## src/hdl/ssm_defs.vh

```
// Constants for the spread spectrum modem parameter block
// Summary of operation
// - Modem select changes only while in Sleep
// - Modem owns a dual-port buffer over bus
// - Spread mode shows a different register map
// - Spread order 6..12 gives 64..4096 chips
// - Peers must share the same spread order
// - Ratio codes 1..4 give 4/5 to 4/8
// - Ratio may travel in the packet header
// - Bandwidth means total two-sided channel width
// - Ten bandwidth choices, 7.8 to 500 kHz
// - Symbol rate is bandwidth over 2^order
`ifndef SSM_DEFS_VH
`define SSM_DEFS_VH
// Register word addresses (byte offsets)
`define SSM_A_OPMODE     12'h000
`define SSM_A_SETUP1     12'h004
`define SSM_A_SETUP2     12'h008
`define SSM_A_TUNING     12'h00C
`define SSM_A_THRESH     12'h010
`define SSM_A_STATUS     12'h014
`define SSM_A_FSK_CFG    12'h018
`define SSM_A_BUF_PTR    12'h01C
`define SSM_A_BUF_DATA   12'h020
// Operating mode register fields
`define SSM_OP_MODE_LSB  0
`define SSM_OP_MODE_MSB  2
`define SSM_OP_SPREAD    7
`define SSM_MODE_SLEEP   3'h0
// Setup one: bandwidth [7:4], ratio [3:1], headerless [0]
`define SSM_BW_MSB       7
`define SSM_BW_LSB       4
`define SSM_CR_MSB       3
`define SSM_CR_LSB       1
`define SSM_IH_BIT       0
// Setup two: spread order [7:4]
`define SSM_SF_MSB       7
`define SSM_SF_LSB       4
// Limits and reset values
`define SSM_SF_MIN       4'h6
`define SSM_SF_MAX       4'hC
`define SSM_CR_MIN       3'h1
`define SSM_CR_MAX       3'h4
`define SSM_BW_MAX       4'h9
`define SSM_RST_SETUP1   8'h72
`define SSM_RST_SETUP2   8'h70
`define SSM_RST_TUNING   8'hC3
`define SSM_RST_THRESH   8'h0A
`define SSM_RST_FSK      8'h00
`define SSM_RST_OPMODE   8'h00
`define SSM_RST_ORDER    4'h7
`define SSM_RST_CR       3'h1
`define SSM_RST_BW       4'h7
`define SSM_RST_CHIPS    13'h0080
`define SSM_BUF_DEPTH    256
`endif

```

## src/hdl/ssm_modem_params.v

```verilog
// Spread spectrum modem mode selection, parameters and data buffer
`timescale 1ns/100ps
`include "ssm_defs.vh"
module ssm_modem_params
(
  input  wire        clk_sys,       // System clock, 200 MHz
  input  wire        reset,         // Synchronous reset, active high
  input  wire        psel,          // APB select
  input  wire        penable,       // APB access phase
  input  wire        pwrite,        // APB direction
  input  wire [11:0] paddr,         // APB byte address
  input  wire [31:0] pwdata,        // APB write data
  input  wire [3:0]  pstrb,         // APB byte strobes
  output reg  [31:0] prdata,        // APB read data
  output reg         pready,        // APB ready
  output reg         pslverr,       // APB error
  output reg         spread_mode,   // High while spread modem selected
  output reg  [3:0]  spread_order,  // Active spread order, 6..12
  output reg  [2:0]  fec_ratio_sel, // Active coding ratio code, 1..4
  output reg  [3:0]  bw_sel,        // Active bandwidth code, 0..9
  output reg         headerless,    // Implicit header mode
  output reg  [12:0] chips_per_sym  // 2^spread_order
);

  // All configuration lives in 8-bit registers on the low data lane.
  // The upper lanes read back as zero and are ignored on writes, so
  // software may use plain word accesses throughout.
  // Only byte strobe zero gates a write for the same reason.
  // Register state
  reg [7:0]  op_mode_r;             // Operating mode register
  reg [7:0]  setup1_r;              // Bandwidth, ratio, headerless
  reg [7:0]  setup2_r;              // Spread order
  reg [7:0]  tuning_r;              // Detect tuning register
  reg [7:0]  thresh_r;              // Detect threshold register
  reg [7:0]  fsk_cfg_r;             // Frequency-shift mode config
  reg [7:0]  buf_ptr_r;             // Buffer address pointer
  reg [7:0]  buf_mem [0:`SSM_BUF_DEPTH-1]; // Modem data buffer
  reg        bad_sf_r;              // Sticky: illegal order written
  reg        bad_mode_r;            // Sticky: refused modem switch

  // The slave answers with zero wait states, so the access phase is
  // always the last cycle of a transfer; pready only drops in reset.
  // A transfer therefore commits at the edge ending its access phase.
  // Access phase qualifiers
  wire acc  = psel & penable & pready;
  wire wr   = acc & pwrite & pstrb[0];
  wire rd   = acc & ~pwrite;
  wire in_sleep = (op_mode_r[`SSM_OP_MODE_MSB:`SSM_OP_MODE_LSB]
                   == `SSM_MODE_SLEEP);
  wire spr  = op_mode_r[`SSM_OP_SPREAD];

  // The decode is shared by the write path and the error response, so
  // it lives in one function; both sides then agree on what is hidden.
  // Mode and status stay visible in both modem choices.
  // Map check: spread-only registers hidden in frequency-shift mode
  function mapped;
    input [11:0] a;
    input        s;
    begin
      if (a == `SSM_A_OPMODE || a == `SSM_A_STATUS)
        mapped = 1'b1;
      else if (a == `SSM_A_FSK_CFG)
        mapped = ~s;
      else if (a == `SSM_A_SETUP1 || a == `SSM_A_SETUP2 ||
               a == `SSM_A_TUNING || a == `SSM_A_THRESH ||
               a == `SSM_A_BUF_PTR || a == `SSM_A_BUF_DATA)
        mapped = s;
      else
        mapped = 1'b0;
    end
  endfunction

  // Field views of the write data, checked before a register is
  // touched; a refused order, ratio or bandwidth leaves the old setting
  // whole, while a refused modem switch still takes the new mode field.
  wire hit = mapped(paddr, spr);
  wire [3:0] wsf = pwdata[`SSM_SF_MSB:`SSM_SF_LSB];
  wire [2:0] wcr = pwdata[`SSM_CR_MSB:`SSM_CR_LSB];
  wire [3:0] wbw = pwdata[`SSM_BW_MSB:`SSM_BW_LSB];
  wire sf_ok = (wsf >= `SSM_SF_MIN) && (wsf <= `SSM_SF_MAX);
  wire s1_ok = (wcr >= `SSM_CR_MIN) && (wcr <= `SSM_CR_MAX)
               && (wbw <= `SSM_BW_MAX);
  wire mode_chg = pwdata[`SSM_OP_SPREAD] != spr;

  // The modem choice bit may only move while the mode field reads
  // Sleep. A write that tries it at any other time still updates the
  // mode field, keeps the old choice and raises a sticky flag, so
  // software can see that its request was refused.
  // Sticky flags set and clear through different addresses, so a set
  // and a clear can never meet in one cycle.
  // Register writes; pready held high so every access ends in one cycle
  always @(posedge clk_sys)
  begin
    if (reset)
    begin
      op_mode_r  <= `SSM_RST_OPMODE;
      setup1_r   <= `SSM_RST_SETUP1;
      setup2_r   <= `SSM_RST_SETUP2;
      tuning_r   <= `SSM_RST_TUNING;
      thresh_r   <= `SSM_RST_THRESH;
      fsk_cfg_r  <= `SSM_RST_FSK;
      buf_ptr_r  <= 8'h00;
      bad_sf_r   <= 1'b0;
      bad_mode_r <= 1'b0;
    end
    else if (wr && hit)
    begin
      if (paddr == `SSM_A_OPMODE)
      begin
        // Switch modem only from Sleep, otherwise keep it
        if (mode_chg && !in_sleep)
        begin
          op_mode_r[`SSM_OP_MODE_MSB:`SSM_OP_MODE_LSB] <=
            pwdata[`SSM_OP_MODE_MSB:`SSM_OP_MODE_LSB];
          bad_mode_r <= 1'b1;
        end
        else
          op_mode_r <= pwdata[7:0];
      end
      else if (paddr == `SSM_A_SETUP1)
      begin
        // Out-of-range ratio or bandwidth codes are dropped whole
        if (s1_ok)
          setup1_r <= pwdata[7:0];
      end
      else if (paddr == `SSM_A_SETUP2)
      begin
        if (sf_ok)
          setup2_r <= pwdata[7:0];
        else
          bad_sf_r <= 1'b1;
      end
      else if (paddr == `SSM_A_TUNING)
        tuning_r <= pwdata[7:0];
      else if (paddr == `SSM_A_THRESH)
        thresh_r <= pwdata[7:0];
      else if (paddr == `SSM_A_FSK_CFG)
        fsk_cfg_r <= pwdata[7:0];
      else if (paddr == `SSM_A_BUF_PTR)
        buf_ptr_r <= pwdata[7:0];
      else if (paddr == `SSM_A_BUF_DATA)
        buf_ptr_r <= buf_ptr_r + 8'h01;
      else if (paddr == `SSM_A_STATUS)
      begin
        // Write one clears the sticky flags
        if (pwdata[0]) bad_sf_r   <= 1'b0;
        if (pwdata[1]) bad_mode_r <= 1'b0;
      end
    end
    else if (rd && hit && paddr == `SSM_A_BUF_DATA)
      buf_ptr_r <= buf_ptr_r + 8'h01;
  end

  // The buffer is written at the pointer and the pointer then steps,
  // so a burst of data writes fills consecutive bytes. The pointer is
  // eight bits wide and wraps at the end of the array.
  // Buffer array write port; second port is the bus read of the data register
  always @(posedge clk_sys)
  begin
    if (wr && hit && paddr == `SSM_A_BUF_DATA)
      buf_mem[buf_ptr_r] <= pwdata[7:0];
  end

  // Read data and the error flag are captured at the setup edge so
  // they stand through the access phase; outside it they read zero.
  // The parameter outputs are registered copies, one cycle behind the
  // registers, so every top-level output comes from a flip-flop.
  // Read data, ready, error and registered outputs
  always @(posedge clk_sys)
  begin
    if (reset)
    begin
      prdata        <= 32'h00000000;
      pready        <= 1'b0;
      pslverr       <= 1'b0;
      spread_mode   <= 1'b0;
      spread_order  <= `SSM_RST_ORDER;
      fec_ratio_sel <= `SSM_RST_CR;
      bw_sel        <= `SSM_RST_BW;
      headerless    <= 1'b0;
      chips_per_sym <= `SSM_RST_CHIPS;
    end
    else
    begin
      pready  <= 1'b1;
      pslverr <= psel & ~penable & ~mapped(paddr, spr);
      prdata  <= 32'h00000000;
      if (psel && !penable)
      begin
        if (paddr == `SSM_A_OPMODE)
          prdata <= {24'h000000, op_mode_r};
        else if (paddr == `SSM_A_STATUS)
          prdata <= {29'h0, in_sleep, bad_mode_r, bad_sf_r};
        else if (!spr && paddr == `SSM_A_FSK_CFG)
          prdata <= {24'h000000, fsk_cfg_r};
        else if (spr && paddr == `SSM_A_SETUP1)
          prdata <= {24'h000000, setup1_r};
        else if (spr && paddr == `SSM_A_SETUP2)
          prdata <= {24'h000000, setup2_r};
        else if (spr && paddr == `SSM_A_TUNING)
          prdata <= {24'h000000, tuning_r};
        else if (spr && paddr == `SSM_A_THRESH)
          prdata <= {24'h000000, thresh_r};
        else if (spr && paddr == `SSM_A_BUF_PTR)
          prdata <= {24'h000000, buf_ptr_r};
        else if (spr && paddr == `SSM_A_BUF_DATA)
          prdata <= {24'h000000, buf_mem[buf_ptr_r]};
      end
      // Parameter copies follow the registers every cycle; the chip
      // count is the power of two of the order, so with the bandwidth
      // code it fixes the symbol rate of the link.
      // Lowest order needs headerless mode; software sets it up.
      spread_mode   <= spr;
      spread_order  <= setup2_r[`SSM_SF_MSB:`SSM_SF_LSB];
      fec_ratio_sel <= setup1_r[`SSM_CR_MSB:`SSM_CR_LSB];
      bw_sel        <= setup1_r[`SSM_BW_MSB:`SSM_BW_LSB];
      headerless    <= setup1_r[`SSM_IH_BIT];
      chips_per_sym <= 13'h0001 << setup2_r[`SSM_SF_MSB:`SSM_SF_LSB];
    end
  end

endmodule

```

## config.mk

```make
export PLATFORM = sky130hd
export DESIGN_NAME = ssm_modem_params
export DESIGN_NICKNAME = d
export VERILOG_FILES = /design/src/hdl/ssm_modem_params.v
export VERILOG_INCLUDE_DIRS = /design/src /design/src/hdl
export SDC_FILE = /design/constraint.sdc
export NUM_CORES = 2
export LEC_CHECK = 0
export ABC_AREA = 1
export BUFFER_PORTS_ARGS = -buffer_cell sky130_fd_sc_hd__buf_4
export CORE_MARGIN = 4
export CORE_UTILIZATION = 55
export DETAILED_ROUTE_END_ITERATION = 8
export PLACE_DENSITY_LB_ADDON = 0.15
export SETUP_SLACK_MARGIN = 0.4
export SLEW_MARGIN = 0
export SYNTH_ARGS = -nofsm -noshare
export SYNTH_HDL_FRONTEND = slang
export SYNTH_SLANG_ARGS = --single-unit
```

## constraint.sdc

```tcl
create_clock -name clk_sys -period 4.4 [get_ports clk_sys]
set_clock_uncertainty 0.1 [all_clocks]
set_input_delay 0.66 -clock clk_sys [delete_from_list [all_inputs] [get_ports clk_sys]]
set_output_delay 0.66 -clock clk_sys [all_outputs]
set_load 0.01 [all_outputs]
```

======== Word-level counts from Yosys, hierarchy flattened ========
Memories as Yosys holds them, arrays and structs flattened. A register that Yosys moved wholly into a read port is not among the register bits.
Index checks and enable logic that the tools add are counted.
cells by class
  add/subtract/negate cells ............... 1
  reductions and logical operators ........ 44
  eq/ne operators ......................... 30
  shift-type cells ........................ 1
  bitwise operators ....................... 18
  magnitude comparators ................... 5
  mux-type cells .......................... 48
operators by type and width
  cell                                                                                 number
  8-bit 2-to-1 mux                                                                     21
  12-bit by 5-bit == test with 1-bit output, second input constant                     4
  2-bit inequality test, second input constant                                         15
  1-bit 2-to-1 mux                                                                     27
  12-bit by 4-bit == test with 1-bit output, second input constant                     2
  11-bit AND reduction                                                                 2
  1-bit logical AND                                                                    16
  1-bit by 4-bit << shifter with 13-bit output, first input constant                   1
  12-bit by 3-bit == test with 1-bit output, second input constant                     1
  12-bit by 6-bit == test with 1-bit output, second input constant                     1
  12-bit logical NOT                                                                   1
  1-bit inverter                                                                       11
  2-bit by 1-bit inequality test with 1-bit output, second input constant              5
  5-bit AND reduction                                                                  2
  2-bit nonzero test                                                                   5
  10-bit OR reduction                                                                  1
  8-bit by 1-bit adder with 8-bit output, second input constant                        1
  4-bit <= comparator, second input constant                                           2
  8-bit AND reduction                                                                  1
  1-bit AND                                                                            7
  7-bit AND reduction                                                                  1
  1-bit logical OR                                                                     6
  6-bit AND reduction                                                                  1
  4-bit by 3-bit greater-or-equal comparator with 1-bit output, second input constant  1
  10 further kinds                                                                     12
word-level totals
  register bits after elaboration ......... 118
  input port bits ......................... 53
  RAM bits ................................ 2048
  memories ................................ 1
  output and inout bits ................... 60
memory list
  name     words  bits a word  rd ports  clocked after Yosys merged registers in  write ports  RTL line               RTL
  buf_mem  256    8            1         1                                        1            ssm_modem_params.v:37  reg [7:0] buf_mem [0:`SSM_BUF_DEPTH-1];

======== Longest topological paths before layout ========
  depth after elaboration ................. 15
  depth in mapped cells ................... 23
  gate-level depth less buffers ........... 19

======== Worst setup path before layout ========
Ideal clock, no wire load.
  kind .................................... input-to-reg
  start ................................... in paddr[11]
  end ..................................... mem buf_mem[229][0] (enable)
  arrival ................................. 2881 ps
  buffers on the path ..................... 1
  required time ........................... 3930 ps
  library setup time ...................... 370 ps
  setup slack ............................. 1048 ps
  stages .................................. 18
  cells stage by stage .................... nor2_1 -> nand2_2 -> nor2_2 -> inv_2 -> nor2_2 -> inv_2 -> nor2_2 -> inv_2 -> nor2_2 -> inv_2 -> nand3_2 -> nand4_4 -> nor2_4 -> inv_4 -> nor3_4 -> nand2_4 -> buf_6 -> nor2_1
between the ends
  longest elaborated chain between the ends .. 13
  elaborated cells on any way between the ends .. 22
  classes of those cells .................. eq/ne (8); mux (5); reduce/logical (9)
RTL lines
  item                                                                                                              RTL line                RTL
  from (decl)                                                                                                       ssm_modem_params.v:11   input wire [11:0] paddr,
  12-bit by 3-bit == test with 1-bit output (no line) or 12-bit by 4-bit == test with 1-bit output (tied branches)  -
  1-bit logical OR (no line) (5 in series)                                                                          -
  1-bit 2-to-1 mux                                                                                                  ssm_modem_params.v:64   else if (a == `SSM_A_SETUP1 || a == `SSM_A_SETUP2 ||
  1-bit 2-to-1 mux                                                                                                  ssm_modem_params.v:62   else if (a == `SSM_A_FSK_CFG)
  1-bit 2-to-1 mux                                                                                                  ssm_modem_params.v:60   if (a == `SSM_A_OPMODE || a == `SSM_A_STATUS)
  1-bit logical AND                                                                                                 ssm_modem_params.v:160  if (wr && hit && paddr == `SSM_A_BUF_DATA)
  1-bit logical AND (no line) *                                                                                     -
  1-bit 2-to-1 mux *                                                                                                ssm_modem_params.v:160
  1-bit 2-to-1 mux (implied by the code) *                                                                          ssm_modem_params.v:161  buf_mem[buf_ptr_r] <= pwdata[7:0];
  to (decl)                                                                                                         ssm_modem_params.v:37
Every way passes the cells marked *; elsewhere a longest branch is shown, timed or not.

==> out/qor.yml <==
route:
  vias_per_cell: 5.82
  drt_first_iter_violations: 6970
  wl_met3_mm: 19.3
  ant_nets: 0
  post-route-drc-count: 0
  met1_length_mm: 93.0
  top_layer: "met4"
  wl_met2_mm: 108
  routed_wl_mm: 228
  routedWlPerCell_microns: 22.8
  via_count: 58200
  dr.pass1.iters: 6
synth:
  synth_top_cells_by_area: "edfxtp_1 70%, nand3_1 11%, nand2_1 10%"
  ys_types: 39
  yosysTopAreaCellShare_pct: 70.0
  synth_area_sq_um: 87800
  synth_warnings: 0
  ys_seq_area_share_pct: 72.4
  synth-main-ff-cell: "edfxtp_1"
  postSynthAreaPerCell_sq_um: 11.4
  muxShareOfSynthArea_pct: 0
  synth_compound_area_share_pct: 1.06
  synth_top_family_by_area: "simple AND/OR/NAND/NOR gates"
  synthTopCellsByCount: "2362 x nand2_1, 2048 x edfxtp_1, 1970 x nand3_1"
  synth-adder-area-share_pct: 0.0570
  yosysTopAreaCell: "edfxtp_1"
  postSynthCellCount: 7690
  synthArstFlopShare_pct: 0
  yosys.area_share.simple_pct: 23.4
  synthMostInstantiatedCell: "nand2_1"
  ys_ff_latch: 2150
  synth_edf_count: 2048
  synth-xor-area-share_pct: 0.0598
setup_path:
  cp_top_family: "simple AND/OR/NAND/NOR gates"
  worstSetupPathType: "reg2reg"
  crit_arrival_ns: 4.43
  worstPathCellList: "buf_4 -> nand2_1 -> nand3_1 -> nand3_1 -> nand3_1 -> nand3_1 -> nand2_1 -> nand2_1 -> nand2_1 -> nand2_1 -> nand3_1 -> nand3_1 -> nand2_1 -> nand2_1 -> nand2_1 -> nand2_1 -> nand2_1 -> nand2_1 -> a21oi_1"
  cp-end-kind: "flip-flop"
  start_kind: "flip-flop"
  worstPathRequired_ns: 5.05
  worstPathMaxFanout: 85
  cp_slowest_cell: "buf_4"
  cpMostUsedCell: "nand2_1"
  slowest_delay_ns: 0.80
  path_buf_inv: 1
clock_tree:
  clk_pin_slew_worst_paths_ns: 0.06
  cts_buffer_depth: 3
  cts_root_buf: "clkbuf_16"
  cts_buffers: 213
  tritoncts: "done"
  h-tree-depth: 4
  clk_latency_ns: 0.82
  clock_sinks: 2150
  cts_resized: 0
floorplanning:
  die_x_microns: 408
  die_height_microns: 408
  io_pins: 113
  core_area_sq_um: 159000
  rows: 146
  die-area_sq_um: 166000
  start_util_pct: 55.4
cells_and_area:
  fin_util_pct: 62.0
  drive_above_1_share_pct: 9.89
  antenna_cells: 0
  fill_cells: 12300
  final_nets: 7804
  area_delta_synth_final_pct: 12.0
sta:
  drv_slew: 0
  fin_setup_tns_ns: 0
  finalCritPeriodShare_pct: 86.1
  fin_crit_ns: 3.79
  finalHoldViolations: 0
  worstMarginPinSlew_ns: 1.17
  relSlewSlack_pct: 21.8
  hold_slack_ns: 0.119
  setup_viol: 0
  rsz0062_at_grt: "no"
  fmaxAchievable_ghz: 0.264
placement:
  gp_congestion: 0.882
  dpl.hpwl_mm: 130
  io_buffers: 61
power:
  peakVddDrop_mv: 0.415
  p_per_area_nw_per_um2: 410
  p_leak_nw: 34.7
hold_path:
  min_path_type: "in2reg"
global_routing:
  grt_overflow: 0
  grt_max_degree: 163
  grt_pass1_vias: 56000
  antenna_found_initial: 5
  gr-usage-all-layers_pct: 27.0
  grt_pass1_wl_mm: 343
run:
  maxCapViolations: 0
outcome:
  outcome: "finished clean"
metal layers:
| layer | up-vias | global-route usage (%) |
|---|---|---|
| met5 | - | 0 |
| met4 | 0 | 8.64 |
| met2 | 2497 | 43.4 |
| met3 | 440 | 4.59 |
| li1 | 27100 | - |
| met1 | 28100 | 38.0 |
worst min-delay path: stages:
cell and delay [ns]:
buf_4 0.11, inv_1 0.04, nor3_1 0.06, o21ai_0 0.07
a21oi_1 0.05
worst paths after layout:
| check | startpoint | endpoint | slack, ns | cells after the start |
|---|---|---|---|---|
| min | psel | prdata[2] | 0.12 | 5 |
| max | flip-flop | prdata[5] | 0.61 | 19 |
| min reg2reg | setup1_r[4] | bw_sel[0] | 0.34 | 2 |
| max reg2reg | flip-flop | prdata[5] | 0.61 | 19 |
cell families (layout without fill, tap and decap cells):
logic type | Yosys count | in the layout
buffers and inverters | 658 | 869
AO/OA/AOI/OAI | 166 | 166
adder cells (fa/ha/maj) | 4 | 4
flip-flops | 2150 | 2150
AND/OR/NAND/NOR | 4705 | 4705
other | 1 | 24
XOR/XNOR | 6 | 6
power breakdown:
group | internal [mW] | switching (mW)
Clock | 9.93 | 7.53
Sequential | 22.4 | 0.000580
Combinational | 0.0534 | 0.431
stage by stage:
stage / power (mW) / setup WS [ns] / std cells / instance area [sq um]
3_5_place_dp: 23.3 / 0.129 / 9603 / 91600
2_1_floorplan: 22.9 / 1.05 / 7713 / 87900
3_3_place_gp: 23.3 / 0.180 / 9603 / 91600
6_report: 40.3 / 0.612 / 9996 / 98300
4_1_cts: 40.6 / 0.717 / 9996 / 98300
5_1_grt: 41.5 / 0.433 / 9996 / 98300
cell usage in the layout (no fill, tap or decap), types with 6 or more instances in the layout:
| cell type | n |
|---|---|
| nand2_1 | 2355 |
| edfxtp_1 | 2048 |
| nand3_1 | 1962 |
| buf_4 | 296 |
| nor2_1 | 248 |
| clkbuf_16 | 216 |
| inv_1 | 112 |
| dfxtp_1 | 97 |
| nor2_2 | 79 |
| o21ai_0 | 69 |
| clkinv_1 | 54 |
| a21oi_1 | 53 |
| clkinv_2 | 44 |
| buf_12 | 44 |
| clkbuf_1 | 42 |
| a211oi_1 | 27 |
| conb_1 | 24 |
| bufinv_16 | 16 |
| nor3_1 | 13 |
| nand3_2 | 9 |
| nand2_2 | 9 |
| inv_2 | 9 |
| o21a_1 | 9 |
| clkinvlp_4 | 9 |
| nand2_4 | 8 |
| buf_8 | 8 |
| inv_6 | 6 |
registers in the layout, indices dropped and copies added (netlist names), named ones only:
name           cells
headerless         1
bw_sel             4
tuning_r           8
fsk_cfg_r          8
spread_mode        1
setup1_r           8
buf_mem         2048
bad_sf_r           1
pslverr            1
fec_ratio_sel      3
setup2_r           8
chips_per_sym     13
spread_order       4
thresh_r           8
prdata             8
bad_mode_r         1
buf_ptr_r          8
op_mode_r          8
pready             1
layout make-up:
type | count | area [sq um] | share of cell area, %
Timing Repair Buffer | 349 | 3230 | 3.29
Clock inverter | 132 | 1090 | 1.11
Sequential cell | 2150 | 63600 | 64.6
Inverter | 128 | 508 | 0.517
Clock buffer | 260 | 5590 | 5.69
Tap cell | 2072 | 2590 | 2.64
Multi-Input combinational cell | 4905 | 21800 | 22.1
timing repair:
item / in CTS / in global routing
hold buffers: 1 / 0
hold endpoints to repair: 2 / 0
buffers inserted: 0 / 0
Power figures use the tool's default switching activity.
